## src/tfe_pkg.sv

```systemverilog
package tfe_pkg;

  // ---------------------------------------------------------------
  // Sizes, masks, reset values and grant codes
  // ---------------------------------------------------------------
  localparam int          TFE_WORD_W     = 32;
  localparam int          TFE_FIFO_DEPTH = 32;
  localparam int          TFE_CK_BIT     = 14;
  localparam logic [31:0] TFE_CMDB_MASK  = 32'hffff_bfff;
  localparam logic [31:0] TFE_STAT_RST   = 32'h0000_0000;
  localparam logic [11:0] TFE_SUM_RST    = 12'h000;
  localparam logic [3:0]  TFE_GNT_NONE   = 4'h0;
  localparam logic [3:0]  TFE_GNT_BOUT   = 4'h1;
  localparam logic [3:0]  TFE_GNT_BIN    = 4'h2;
  localparam logic [3:0]  TFE_GNT_MRX    = 4'h4;
  localparam logic [3:0]  TFE_GNT_MTX    = 4'h8;

  // ---------------------------------------------------------------
  // Carriers
  // ---------------------------------------------------------------
  typedef struct packed {
    logic [13:0] rsvd_hi;
    logic [1:0]  payload_start_offset;
    logic [1:0]  rsvd_mid;
    logic        first_segment_flag;
    logic        last_segment_flag;
    logic        rsvd_lo;
    logic [10:0] buf_size;
  } tfe_cmd_a_t;

  typedef struct packed {
    logic [16:0] rsvd_hi;
    logic        checksum_request_bit;
    logic [1:0]  frame_opts;
    logic        rsvd_lo;
    logic [10:0] frame_len;
  } tfe_cmd_b_t;

  typedef struct packed {
    logic       loss_carrier;
    logic       no_carrier;
    logic       late_coll;
    logic       excess_coll;
    logic [3:0] coll_count;
    logic       excess_defer;
    logic       underrun;
    logic       deferred;
  } tfe_mac_status_t;

  typedef enum logic [2:0] {
    S_CMDA = 3'b000,
    S_CMDB = 3'b001,
    S_DATA = 3'b010,
    S_STAT = 3'b011,
    S_ERR  = 3'b100
  } tfe_state_t;

endpackage

```

## src/tx_frame_extractor.sv

```systemverilog
`timescale 1ns/1ps
// Contract
// - Move exactly the frame length bytes of command B to the MAC.
// - Byte enables hide invalid trailing bytes of the last word.
// - First two words of each buffer are commands; data follows.
// - Start offset picks the first valid byte lane, 0 is lowest.
// - Payload contiguous to buffer end; bytes after it are dropped.
// - Any buffer alignment accepted; first and last any length.
// - Strip both commands; adjust enables of first and last words.
// - Command B differs from first buffer, checksum bit aside: error.
// - Completed buffer size sum not equal frame length: error.
// - Missing first flag, or first flag while short: error.
// - Last flag missing when sum reached, or set while short: error.
// - Zero buffer size raises the error flag.
// - Error sets status flag; stalls bulk-out unless disabled.
// - Status bit 15 is OR of bits 11,10,9,8,2,1.
// - Status bits 11,10,9,8,6:3,0 report carrier, collision, deferral.
// - Bit 2 shows excessive deferral only when checking enabled.
// - Underrun sets status bit 1 and the underrun flag.
// - Flush resets FIFO pointers; flush bit clears when done.
// - Halt finishes frame, waits status, clears bits, pulses stop.
// - Setting on and MAC enable resumes with frames still queued.
// - Strict priority: bulk-out, bulk-in, MAC receive, MAC transmit.
// - Command A: offset 17:16, first 13, last 12, size 10:0.
// - Checksum bit needs first flag and engine enable.

// ---------------------------------------------------------------
// Data FIFO
// ---------------------------------------------------------------
module tfe_fifo #(
  parameter int WIDTH = 32,
  parameter int DEPTH = 32
) (
  input  wire logic                       core_clk_i,
  input  wire logic                       rst_i,
  input  wire logic                       clr_i,
  input  wire logic [WIDTH-1:0]           in_data_i,
  input  wire logic                       in_valid_i,
  output logic                            in_ready_o,
  output logic [WIDTH-1:0]                out_data_o,
  output logic                            out_valid_o,
  input  wire logic                       out_ready_i,
  output logic [$clog2(DEPTH):0]          level_o
);
  localparam int AW = $clog2(DEPTH);

  logic [WIDTH-1:0] mem [DEPTH];
  logic [AW-1:0]    wr_ptr_ff;
  logic [AW-1:0]    rd_ptr_ff;
  logic [AW:0]      count_ff;
  logic             rdy_ff;
  logic             push;
  logic             pop;
  logic [AW:0]      nxt_count;

  assign push        = in_valid_i & rdy_ff & ~clr_i;
  assign pop         = out_ready_i & (count_ff != '0) & ~clr_i;
  assign nxt_count   = clr_i ? '0 :
                       count_ff + {{AW{1'b0}}, push} - {{AW{1'b0}}, pop};
  assign in_ready_o  = rdy_ff;
  assign out_valid_o = (count_ff != '0);
  assign out_data_o  = mem[rd_ptr_ff];
  assign level_o     = count_ff;

  always_ff @(posedge core_clk_i) begin
    if (push) begin
      mem[wr_ptr_ff] <= in_data_i;
    end
  end

  always_ff @(posedge core_clk_i) begin
    if (rst_i || clr_i) begin
      wr_ptr_ff <= '0;
      rd_ptr_ff <= '0;
    end else begin
      wr_ptr_ff <= wr_ptr_ff + AW'(push);
      rd_ptr_ff <= rd_ptr_ff + AW'(pop);
    end
  end

  always_ff @(posedge core_clk_i) begin
    if (rst_i) begin
      count_ff <= '0;
      rdy_ff   <= 1'b0;
    end else begin
      count_ff <= nxt_count;
      rdy_ff   <= (nxt_count < (AW+1)'(DEPTH));
    end
  end
endmodule

// ---------------------------------------------------------------
// Frame extractor
// ---------------------------------------------------------------
module tx_frame_extractor #(
  parameter int WIDTH = tfe_pkg::TFE_WORD_W,
  parameter int DEPTH = tfe_pkg::TFE_FIFO_DEPTH
) (
  input  wire logic                     core_clk_i,
  input  wire logic                     rst_i,
  input  wire logic [31:0]              wr_data_i,
  input  wire logic                     wr_valid_i,
  output logic                          wr_ready_o,
  input  wire logic                     bulk_in_req_i,
  input  wire logic                     mac_rx_req_i,
  output logic [3:0]                    arb_grant_o,
  output logic [31:0]                   mac_data_o,
  output logic [3:0]                    mac_be_o,
  output logic                          mac_valid_o,
  output logic                          mac_last_o,
  input  wire logic                     mac_ready_i,
  output logic                          checksum_insert_o,
  input  wire tfe_pkg::tfe_mac_status_t mac_status_i,
  input  wire logic                     mac_status_valid_i,
  input  wire logic                     deferral_check_en_i,
  output logic [31:0]                   tx_status_o,
  output logic                          tx_status_valid_o,
  output logic                          tx_path_error_o,
  output logic                          tx_underrun_flag_o,
  input  wire logic                     tx_underrun_clr_i,
  input  wire logic                     bulk_out_stall_disable_i,
  output logic                          bulk_out_stall_o,
  input  wire logic                     tx_checksum_engine_enable_i,
  input  wire logic                     mac_transmit_enable_i,
  input  wire logic                     flush_set_i,
  output logic                          flush_bit_o,
  input  wire logic                     halt_set_i,
  output logic                          halt_req_o,
  input  wire logic                     tx_on_set_i,
  output logic                          tx_on_o,
  output logic                          transmitter_stopped_pulse_o
);
  import tfe_pkg::*;

  tfe_state_t       state_ff;
  tfe_state_t       nxt_state;
  tfe_cmd_a_t       cmda_ff;
  tfe_cmd_b_t       cmdb_ff;
  logic [11:0]      sum_ff;
  logic [10:0]      remain_ff;
  logic             first_word_ff;
  logic             last_buf_ff;
  logic             err_ff;
  logic             stall_ff;
  logic             udr_ff;
  logic             flush_ff;
  logic             halt_ff;
  logic             on_ff;
  logic             stop_ff;
  logic             ck_ff;
  logic [31:0]      stat_ff;
  logic             stat_vld_ff;
  logic [3:0]       gnt_ff;
  logic [31:0]      dat_ff;
  logic [3:0]       be_ff;
  logic             vld_ff;
  logic             last_ff;

  logic [31:0]      fifo_word;
  logic             fifo_vld;
  logic [$clog2(DEPTH):0] fifo_level;
  tfe_cmd_a_t       word_a;
  tfe_cmd_b_t       word_b;

  // ---------------------------------------------------------------
  // Arbitration
  // ---------------------------------------------------------------
  wire bout_req  = wr_valid_i & wr_ready_o;
  wire rd_win    = ~bout_req & ~bulk_in_req_i & ~mac_rx_req_i;
  wire out_free  = ~vld_ff | mac_ready_i;
  wire run_ok    = on_ff & mac_transmit_enable_i & ~halt_ff;
  wire mid_frame = (sum_ff != TFE_SUM_RST);
  wire want      = ((state_ff == S_CMDA) & (mid_frame | run_ok)) |
                   (state_ff == S_CMDB) |
                   ((state_ff == S_DATA) & out_free);
  wire rd_pop    = want & fifo_vld & rd_win & ~flush_ff;
  wire [3:0] nxt_gnt = bout_req      ? TFE_GNT_BOUT :
                       bulk_in_req_i ? TFE_GNT_BIN  :
                       mac_rx_req_i  ? TFE_GNT_MRX  :
                       rd_pop        ? TFE_GNT_MTX  : TFE_GNT_NONE;

  tfe_fifo #(
    .WIDTH (WIDTH),
    .DEPTH (DEPTH)
  ) u_fifo (
    .core_clk_i  (core_clk_i),
    .rst_i       (rst_i),
    .clr_i       (flush_ff),
    .in_data_i   (wr_data_i),
    .in_valid_i  (wr_valid_i),
    .in_ready_o  (wr_ready_o),
    .out_data_o  (fifo_word),
    .out_valid_o (fifo_vld),
    .out_ready_i (rd_pop),
    .level_o     (fifo_level)
  );

  // ---------------------------------------------------------------
  // Command checks
  // ---------------------------------------------------------------
  assign word_a = tfe_cmd_a_t'(fifo_word);
  assign word_b = tfe_cmd_b_t'(fifo_word);

  wire        b_take   = rd_pop & (state_ff == S_CMDB);
  wire        is_first = ~mid_frame;
  wire [11:0] new_sum  = sum_ff + {1'b0, cmda_ff.buf_size};
  wire [10:0] flen     = is_first ? word_b.frame_len : cmdb_ff.frame_len;
  wire [11:0] flen12   = {1'b0, flen};
  wire        e_zero   = (cmda_ff.buf_size == 11'h000);
  wire        e_fs_mis = is_first & ~cmda_ff.first_segment_flag;
  wire        e_fs_unx = ~is_first & cmda_ff.first_segment_flag;
  wire        e_b      = ~is_first &
                         (((fifo_word ^ cmdb_ff) & TFE_CMDB_MASK) != '0);
  wire        e_ls_mis = (new_sum >= flen12) &
                         ~cmda_ff.last_segment_flag;
  wire        e_ls_unx = cmda_ff.last_segment_flag &
                         (new_sum < flen12);
  wire        e_sum    = cmda_ff.last_segment_flag &
                         (new_sum != flen12);
  wire        cmd_err  = b_take & (e_zero | e_fs_mis | e_fs_unx | e_b |
                                   e_ls_mis | e_ls_unx | e_sum);

  // ---------------------------------------------------------------
  // Byte lanes
  // ---------------------------------------------------------------
  wire [1:0]  lane0    = first_word_ff ?
                         cmda_ff.payload_start_offset : 2'h0;
  wire [2:0]  room     = 3'h4 - {1'b0, lane0};
  wire        short    = (remain_ff < {8'h00, room});
  wire [2:0]  take     = short ? remain_ff[2:0] : room;
  wire [2:0]  lane_end = {1'b0, lane0} + take;
  wire [4:0]  end_mask = (5'h01 << lane_end) - 5'h01;
  wire [3:0]  be       = end_mask[3:0] & (4'hf << lane0);
  wire        buf_done = ({8'h00, take} == remain_ff);
  wire        d_take   = rd_pop & (state_ff == S_DATA);
  wire        stop_now = (state_ff == S_CMDA) & ~mid_frame & halt_ff &
                         ~flush_ff;

  // ---------------------------------------------------------------
  // Status word
  // ---------------------------------------------------------------
  wire s_take = mac_status_valid_i & (state_ff == S_STAT);
  wire s_def  = mac_status_i.excess_defer & deferral_check_en_i;
  wire s_es   = mac_status_i.loss_carrier | mac_status_i.no_carrier |
                mac_status_i.late_coll | mac_status_i.excess_coll |
                s_def | mac_status_i.underrun;
  wire [31:0] s_word = {16'h0000, s_es, 3'h0,
                        mac_status_i.loss_carrier,
                        mac_status_i.no_carrier,
                        mac_status_i.late_coll,
                        mac_status_i.excess_coll, 1'b0,
                        mac_status_i.coll_count, s_def,
                        mac_status_i.underrun,
                        mac_status_i.deferred};

  // ---------------------------------------------------------------
  // Sequencer
  // ---------------------------------------------------------------
  always_comb begin
    nxt_state = state_ff;
    unique case (state_ff)
      S_CMDA: if (rd_pop) nxt_state = S_CMDB;
      S_CMDB: if (cmd_err) begin
        nxt_state = S_ERR;
      end else if (b_take) begin
        nxt_state = S_DATA;
      end
      S_DATA: if (d_take && buf_done) begin
        nxt_state = last_buf_ff ? S_STAT : S_CMDA;
      end
      S_STAT: if (s_take) nxt_state = S_CMDA;
      S_ERR:  nxt_state = S_ERR;
      default: nxt_state = S_ERR;
    endcase
    if (flush_ff && state_ff != S_ERR) begin
      nxt_state = S_CMDA;
    end
  end

  always_ff @(posedge core_clk_i) begin
    if (rst_i) state_ff <= S_CMDA;
    else       state_ff <= nxt_state;
  end

  always_ff @(posedge core_clk_i) begin
    if (rst_i) begin
      cmda_ff <= '0;
      cmdb_ff <= '0;
    end else begin
      if (rd_pop && state_ff == S_CMDA) cmda_ff <= word_a;
      if (b_take && is_first)           cmdb_ff <= word_b;
    end
  end

  always_ff @(posedge core_clk_i) begin
    if (rst_i || flush_ff) begin
      sum_ff        <= TFE_SUM_RST;
      remain_ff     <= 11'h000;
      first_word_ff <= 1'b0;
      last_buf_ff   <= 1'b0;
    end else if (b_take) begin
      sum_ff        <= new_sum;
      remain_ff     <= cmda_ff.buf_size;
      first_word_ff <= 1'b1;
      last_buf_ff   <= cmda_ff.last_segment_flag;
    end else if (d_take) begin
      remain_ff     <= remain_ff - {8'h00, take};
      first_word_ff <= 1'b0;
      if (buf_done && last_buf_ff) sum_ff <= TFE_SUM_RST;
    end
  end

  always_ff @(posedge core_clk_i) begin
    if (rst_i) ck_ff <= 1'b0;
    else if (b_take && is_first) begin
      ck_ff <= word_b.checksum_request_bit &
               cmda_ff.first_segment_flag &
               tx_checksum_engine_enable_i;
    end
  end

  // ---------------------------------------------------------------
  // MAC output stage
  // ---------------------------------------------------------------
  always_ff @(posedge core_clk_i) begin
    if (rst_i) begin
      vld_ff  <= 1'b0;
      dat_ff  <= '0;
      be_ff   <= 4'h0;
      last_ff <= 1'b0;
    end else if (d_take) begin
      vld_ff  <= 1'b1;
      dat_ff  <= fifo_word;
      be_ff   <= be;
      last_ff <= buf_done & last_buf_ff;
    end else if (mac_ready_i) begin
      vld_ff  <= 1'b0;
    end
  end

  // ---------------------------------------------------------------
  // Flags and control bits
  // ---------------------------------------------------------------
  always_ff @(posedge core_clk_i) begin
    if (rst_i) begin
      err_ff   <= 1'b0;
      stall_ff <= 1'b0;
      udr_ff   <= 1'b0;
    end else begin
      err_ff   <= err_ff | cmd_err;
      stall_ff <= err_ff & ~bulk_out_stall_disable_i;
      udr_ff   <= (s_take & mac_status_i.underrun) |
                  (udr_ff & ~tx_underrun_clr_i);
    end
  end

  always_ff @(posedge core_clk_i) begin
    if (rst_i) begin
      flush_ff <= 1'b0;
      halt_ff  <= 1'b0;
      on_ff    <= 1'b0;
      stop_ff  <= 1'b0;
    end else begin
      flush_ff <= flush_set_i;
      halt_ff  <= halt_set_i | (halt_ff & ~stop_now);
      on_ff    <= tx_on_set_i | (on_ff & ~stop_now);
      stop_ff  <= stop_now;
    end
  end

  always_ff @(posedge core_clk_i) begin
    if (rst_i) begin
      stat_ff     <= TFE_STAT_RST;
      stat_vld_ff <= 1'b0;
      gnt_ff      <= TFE_GNT_NONE;
    end else begin
      if (s_take) stat_ff <= s_word;
      stat_vld_ff <= s_take;
      gnt_ff      <= nxt_gnt;
    end
  end

  assign arb_grant_o                 = gnt_ff;
  assign mac_data_o                  = dat_ff;
  assign mac_be_o                    = be_ff;
  assign mac_valid_o                 = vld_ff;
  assign mac_last_o                  = last_ff;
  assign checksum_insert_o           = ck_ff;
  assign tx_status_o                 = stat_ff;
  assign tx_status_valid_o           = stat_vld_ff;
  assign tx_path_error_o             = err_ff;
  assign tx_underrun_flag_o          = udr_ff;
  assign bulk_out_stall_o            = stall_ff;
  assign flush_bit_o                 = flush_ff;
  assign halt_req_o                  = halt_ff;
  assign tx_on_o                     = on_ff;
  assign transmitter_stopped_pulse_o = stop_ff;

  // ---------------------------------------------------------------
  // Checks
  // ---------------------------------------------------------------
  property p_be_nonzero;
    @(posedge core_clk_i) disable iff (rst_i)
      d_take |=> (mac_be_o != 4'h0);
  endproperty
  a_be_nonzero: assert property (p_be_nonzero)
    else $error("empty byte enable forwarded");

  property p_err_sticky;
    @(posedge core_clk_i) disable iff (rst_i)
      tx_path_error_o |=> tx_path_error_o && state_ff == S_ERR;
  endproperty
  a_err_sticky: assert property (p_err_sticky)
    else $error("error flag dropped");

  property p_zero_size;
    @(posedge core_clk_i) disable iff (rst_i)
      (b_take && e_zero) |=> tx_path_error_o;
  endproperty
  a_zero_size: assert property (p_zero_size)
    else $error("zero size not flagged");

  property p_fs_missing;
    @(posedge core_clk_i) disable iff (rst_i)
      (b_take && is_first && !cmda_ff.first_segment_flag)
        |=> tx_path_error_o;
  endproperty
  a_fs_missing: assert property (p_fs_missing)
    else $error("missing first flag not flagged");

  property p_sum_mismatch;
    @(posedge core_clk_i) disable iff (rst_i)
      (b_take && cmda_ff.last_segment_flag && new_sum != flen12)
        |=> tx_path_error_o;
  endproperty
  a_sum_mismatch: assert property (p_sum_mismatch)
    else $error("size sum mismatch not flagged");

  property p_stall;
    @(posedge core_clk_i) disable iff (rst_i)
      (tx_path_error_o && !bulk_out_stall_disable_i) |=> bulk_out_stall_o;
  endproperty
  a_stall: assert property (p_stall)
    else $error("bulk-out stall missing");

  property p_es_or;
    @(posedge core_clk_i) disable iff (rst_i)
      tx_status_valid_o |->
        tx_status_o[15] == (|{tx_status_o[11:8], tx_status_o[2:1]});
  endproperty
  a_es_or: assert property (p_es_or)
    else $error("status error summary wrong");

  property p_flush;
    @(posedge core_clk_i) disable iff (rst_i)
      flush_set_i |=> flush_bit_o ##1 (fifo_level == '0);
  endproperty
  a_flush: assert property (p_flush)
    else $error("flush left data in fifo");

  property p_stop;
    @(posedge core_clk_i) disable iff (rst_i)
      $rose(transmitter_stopped_pulse_o) |->
        !$past(tx_on_set_i) |-> !tx_on_o ##1 !transmitter_stopped_pulse_o;
  endproperty
  a_stop: assert property (p_stop)
    else $error("stop did not clear on bit");

  property p_prio;
    @(posedge core_clk_i) disable iff (rst_i)
      bout_req |=> arb_grant_o == TFE_GNT_BOUT;
  endproperty
  a_prio: assert property (p_prio)
    else $error("bulk-out lost priority");
endmodule

```

## config.mk

```make
export PLATFORM = sky130hd
export DESIGN_NAME = tx_frame_extractor
export DESIGN_NICKNAME = d
export VERILOG_FILES = /design/src/tfe_pkg.sv /design/src/tx_frame_extractor.sv
export SDC_FILE = /design/constraint.sdc
export NUM_CORES = 1
export LEC_CHECK = 0
export ABC_AREA = 1
export BUFFER_PORTS_ARGS = -buffer_cell sky130_fd_sc_hd__buf_2
export CAP_MARGIN = 20
export CELL_PAD_IN_SITES_DETAIL_PLACEMENT = 0
export CELL_PAD_IN_SITES_GLOBAL_PLACEMENT = 1
export CORE_MARGIN = 10
export CORE_UTILIZATION = 52
export CTS_BUF_LIST = sky130_fd_sc_hd__clkbuf_4 sky130_fd_sc_hd__clkbuf_8
export CTS_CLUSTER_DIAMETER = 60
export DETAILED_ROUTE_END_ITERATION = 10
export MAX_ROUTING_LAYER = met4
export PLACE_DENSITY_LB_ADDON = 0.08
export SLEW_MARGIN = 20
export SYNTH_ARGS = -nofsm -noshare
export SYNTH_HDL_FRONTEND = slang
export SYNTH_SLANG_ARGS = --single-unit
```

## constraint.sdc

```tcl
create_clock -name core_clk_i -period 4.05 [get_ports core_clk_i]
set_input_delay 0 -clock core_clk_i [delete_from_list [all_inputs] [get_ports core_clk_i]]
set_output_delay 0 -clock core_clk_i [all_outputs]
set_load 0.05 [all_outputs]
```

* After elaboration in Yosys (flattened, before gate mapping)
Memories as Yosys holds them, arrays and structs flattened. A register that Yosys moved wholly into a read port is not among the register bits. Cells that the tools add are included.
Storage, ports and cells: bits in latches 0, memories kept 1, input port bits 58, bits in writable memories 1024, ROM bits 0, register bits after elaboration 155
Memories:
- u_fifo.mem | words 32, width 32, rd ports 1, clocked after memory_dff 1, wr ports 1, RTL line tx_frame_extractor.sv:47 | logic [WIDTH-1:0] mem [DEPTH];
Cells by class: shift-type cells 2, divide/modulo/power cells 0, $mul 0, bitwise gates (word level) 68, magnitude comparators 4, muxes and demuxes 27, eq/ne operators 10, reductions and logical operators 20, add/sub/neg operators 9
Operator list (count):
- $mux 12 | 3
- $and 1x1->1 | 35
- $mux 11 | 3
- $reduce_bool 32->1 | 1
- $xor 32x32->32 | 1
- $mux 3 | 7
- $or 1x1->1 | 19
- $add 12x11->12 | 1
- $ge 12x11->1 | 1
- $lt 12x11->1 | 1
- $ne 12x11->1 | 1
- $not 1->1 | 12
- $pmux 3 s4 | 1
- $reduce_bool 12->1 | 1
- $eq 3x11->1 | 1
- $logic_not 11->1 | 1
- $lt 11x3->1 | 1
- $sub 11x3->11 | 1
- $add 5x1->5 | 2
- $mux 1 | 7
- $add 6x1->6 | 1
- $eq 3x2->1 const B | 2
- $lt 6x6->1 const B | 1
- $mux 2 | 3
- 24 further kinds | 33

* Depth between registers and ports, before layout
word-level depth 14, mapped depth 31

* By module
Synthesis repeated with hierarchy kept, for this count alone.
Unflattened totals: cell total of the unflattened synthesis 5045, area total of the unflattened synthesis 50856.3 µm²
Modules (own cells, without submodules):
- tfe_fifo | area an instance 43910.9 µm², times used 1, cells an instance 4086, seq. area each 31089.8 µm²
- tx_frame_extractor | area an instance 6945.4 µm², times used 1, cells an instance 959, seq. area each 2742.6 µm²

* Worst setup path after synthesis
Ideal clock, no wire load.
kind flip-flop to flip-flop, from register cmda_ff[0] (netlist name), to register state_ff[1], data required time 3980 ps, clock period less this slack 3211 ps, arrival time 3141 ps, stages on the path, launching flop included 26, setup slack 839 ps, buffers on the path 0, path through dfxtp_1 > ha_1 > fa_1 > nand3_1 > nand2_1 > a21oi_1 > o21bai_1 > a21oi_1 > o21bai_1 > a21o_1 > a21oi_1 > xnor2_1 > ha_1 > nand3_1 > nor2_1 > a21oi_1 > nand3_1 > inv_1 > nand3_1 > a21oi_1 > nand2_1 > nand2_1 > nand2_1 > nand2_1 > nand2_1 > a21oi_1
Between the ends: cells in the longest elaborated chain, start to end 10
Ends and longest elaborated chain:
- start, declared | RTL line tx_frame_extractor.sv:137 | tfe_cmd_a_t cmda_ff;
- start signal, assigned | RTL line tx_frame_extractor.sv:290 | if (rd_pop && state_ff == S_CMDA) cmda_ff <= word_a;
- branches (longest 6 deep; another with $add 12x11->12)
- $or 1x1->1 (*) | RTL line tx_frame_extractor.sv:221 | e_ls_mis | e_ls_unx | e_sum);
- $and 1x1->1 (*) | RTL line tx_frame_extractor.sv:220 | wire cmd_err = b_take & (e_zero | e_fs_mis | e_fs_unx | e_b |
- $ne 3x3->1 (no line) or $mux 3 (tied branches)
- $reduce_and 4->1 (no line) or $pmux 3 s4 (tied branches)
- end signal, assigned | RTL line tx_frame_extractor.sv:282 | else state_ff <= nxt_state;
- end, declared | RTL line tx_frame_extractor.sv:135 | tfe_state_t state_ff;
Every way passes the cells marked *. A chain may end at the register's enable or synchronous reset.

==> results.txt <==
----------------------------------------------------
[Finish]
  Proportion of layout cells with a drive suffix above 1 ... between 10% and 20%
  Final-layout fill cell count ... 7779
  Nets@finish ... just under 5000
  Most frequent standard cell in the layout excluding fill and tap cells ... nand2_1
  Most frequent cells in the layout ... nand2_1, edfxtp_1, nand3_1
  Synthesis-to-layout area growth ... 14.8%
  Final instance count without filler cells ... 6199
  Combined area of the multi-input logic cells ... approximately 13000 um2
  FF/Latch Area ... about 34000 um2

[Clock network]
  Post-CTS Resized ... 0
  Post-CTS setup buffers ... 0
  TritonCTS buffer count ... 190
  Number of buffers added to fix hold violations after cts ... between 90 and 100
  Clock input transition at the sequential cells of the worst setup and hold paths ... around 0.060 ns
  Clock insertion delay at the later pin of the skew report ... 0.87 ns
  Buffer type at the clock tree root ... clkbuf_8
  Deepest clock path buffer count ... 3
  H-tree lvl count ... 4
  Clock tree from TritonCTS ... yes
  Number of clock sinks seen by CTS ... roughly 1200

[Worst setup path]
  Worst reg2reg startpoint ... u_fifo.rd_ptr_ff[0]
  Type of element launching the critical path ... register
  Worst Setup End Kind ... register
  Register-to-register path setup slack ... between 0.3 and 0.4 ns
  Arrival time of the worst setup path ... roughly 4.4 ns
  Top fanout value on the critical path ... 81
  Worst Path Class, Setup ... register to register
  Worst r2r dst ... state_ff[1]
  Worst endpoint required time ... approximately 4.8 ns
  Number of cells traversed by the worst register-to-register path ... 23

[Hold path]
  Hold wc startpoint ... mac_status_valid_i
  Cell count of the worst hold path ... 7
  Worst hold-check path type ... input pin to register
  Hold worst-path end ... state_ff[1]

[STA]
  Clock skew after layout ... around 0.036 ns
  Total setup violations reported at the end of the flow ... 0
  Max Transition Viols Final ... 0
  Fin crit share ... 90.8%
  Number of hold-slack violations in the final timing report ... 0
  Setup TNS after final layout ... 0 ns
  Tightest Pin Transition ... around 0.88 ns
  Final Critical Period ... between 3 and 4 ns
  Worst slew margin relative to its limit ... approximately two fifths
  Setup repair after global routing missed its margin ... false
  Max frequency ... ~270 MHz

[Floorplan]
  Std cell rows ... roughly 110
  Full die area ... ~110000 um2
  Chip Width ... approximately 330 um
  Number of top-level pins ... 142
  Die outline height ... about 330 um
  Initial cell density of the core ... between 50 and 60%
  Floorplan core area ... 93500 um2

[Placement]
  HPWL reported at the end of detailed placement ... 83.6 mm
  RD Place Congestion ... 0.852
  Instance count after placement with tap cells included ... approximately 5700
  Port Buffers ... 121

[Logic synthesis]
  Synthesized area ... approximately 50000 um2
  Post-synthesis simple-gate area fraction ... around 22%
  Arithmetic-cell share of the synthesized area counting full adders, half adders and majority gates ... about 1.3%
  Sequential cell area fraction in the yosys report ... between 60 and 70%
  Multiplexer area fraction after synthesis ... 0%
  Combinational family with the most area after synthesis ... simple AND/OR/NAND/NOR gates
  Complex-gate fraction of the synthesized area ... between 3 and 4%
  Unique cell type count in the Yosys netlist ... 42
  Share of flip-flops with an asynchronous set or reset ... 0%
  Ys flop type ... edfxtp_1
  Mean post-synth cell area ... 11.0 um2
  Register bit total from synthesis ... 1178
  Count of synthesis-stage warnings from yosys ... 0
  Syn Inst Count ... 4477
  Number of enable flip-flop cells after synthesis ... between 1000 and 1500
  Area share of xor/xnor cells in the synthesized design ... less than 1%

[Detailed routing]
  Residual DRC ... 0
  Final antenna-violating net count ... 0
  DR pass1 iterations ... 5
  Via count ... between 30000 and 40000
  Wire length per cell after detailed routing ... between 20 and 25 um
  Total wirelength of the detailed-routed design ... around 150 mm
  Via count normalized by instance count ... between 5 and 6
  Number of design-rule violations left by the first detailed-router iteration ... slightly above 4000

[Global route]
  Number of antenna violations at the first check in global routing ... 3
  Pin count of the biggest net entering global routing ... approximately 110
  Wire length of the first global-routing pass ... 218 mm
  Overall routing resource usage ... 28.0%
  Global route total overflow ... 0
  Via count of the first global-routing pass ... approximately 33000

[Flow run]
  Max-cap viol count ... 0

[Status]
  Outcome ... finished clean

[Power]
  Largest voltage drop on the vdd net ... roughly 0.34 mV
  Total leakage power ... 21.2 nW
  PwrDens ... 433 nW/um2
  Power consumption ... 24.4 mW

----------------------------------------------------
## per-layer routing
metal	GRT usage (%)	vias up	part of all wire (%)
li1	-	16165	-
met3	4.39	215	8.6
met1	39.4	16867	43
met4	8.34	0	2.4
met2	42.0	1569	46
met5	-	-	0
## metrics by stage
stage	instance area (um2)	util [%]	worst slack, ns	hold WS (ns)
floorplan	49100	-	0.839	0.0768
global placement	51600	55.2	0.446	0.165
detailed placement	51600	55.2	0.428	0.167
CTS	56300	60.3	0.399	0.0444
global route	56400	60.3	0.0233	0.134
finish	56400	60.3	0.374	0.137
## critical path, stage by stage (launching register included)
cell and delay [ns]:
dfxtp_4 0.41, inv_16 0.25, buf_12 0.30, buf_12 0.28, buf_4 0.22, nand2_1 0.06
nand3_1 0.08, nand3_1 0.07, nand2_1 0.09, nand2_1 0.05, nand3_1 0.11, nand2_1 0.18
xnor2_1 0.20, nor2_1 0.27, nand2_1 0.09, nor2_1 0.10, nand2_1 0.17, nand2_1 0.10
nand2_1 0.07, nand2_1 0.13, nand2_1 0.07, nand2_1 0.06, nand2_1 0.04, a21oi_1 0.12
## report_power, final
group / internal, mW / total, mW / switching, mW
registers: 13.2 / 13.3 / 0.0228
clock network: 5.52 / 10.2 / 4.67
logic: 0.264 / 0.950 / 0.685
total: 19.0 / 24.4 / 5.38
## kinds of logic after synthesis
logic type,count (synthesis)
buf+inv,421
xor+xnor,14
simple gates,2519
fa+ha+maj,47
compound gates,297
flops,1178
other cells,1
## sequential cells by signal (all words and copies together), names as in the netlist, 4 cells and up
register	flops
remain_ff	11
u_fifo.wr_ptr_ff	5
mac_be_o	4
tx_status_o	12
cmda_ff	15
u_fifo.rd_ptr_ff	5
mac_data_o	32
u_fifo.mem	1024
cmdb_ff	31
arb_grant_o	4
sum_ff	12
u_fifo.level_o	6
## cells in the mapped netlist (all sizes together), types with 4 or more instances
library cell	number	share of area [%]
nand3	870	8.9
o21bai	4	0.061
nor2	136	1.0
nor3	15	0.15
clkinv	4	0.031
edfxtp	1024	63
ha	43	1.1
fa	4	0.16
a211oi	14	0.21
o211ai	7	0.11
buf	217	3.0
xor2	7	0.12
clkbuf	62	0.47
o221ai	8	0.14
nand2	1482	11
nand4	7	0.089
xnor2	7	0.12
inv	138	1.1
o21ai	120	1.2
a31oi	6	0.077
dfxtp	154	6.3
a21oi	129	1.3
## worst max-delay path by stage
stage | from | to | slack [ns] | cells after the start
2_1_floorplan | cmda_ff[0] | state_ff[1] | 0.84 | 25
3_3_place_gp | u_fifo.rd_ptr_ff[0] | state_ff[1] | 0.45 | 27
3_5_place_dp | cmda_ff[0] | state_ff[1] | 0.43 | 25
4_1_cts | cmda_ff[0] | state_ff[1] | 0.40 | 25
5_1_grt | first_word_ff | remain_ff[8] | 0.02 | 20
6_report | u_fifo.rd_ptr_ff[0] | state_ff[1] | 0.37 | 23
## area by class of cell
| class | count | area share [%] |
|---|---|---|
| Antenna cell | 3 | 0.0133 |
| Clock inverter | 64 | 0.702 |
| Clock buffer | 284 | 5.99 |
| Tap cell | 1254 | 2.78 |
| Sequential cell | 1178 | 60.1 |
| Timing Repair Buffer | 377 | 5.77 |
| Multi-Input combinational cell | 2897 | 23.7 |
| Inverter | 142 | 0.999 |
Note: power is estimated with default switching activity, not from simulation.
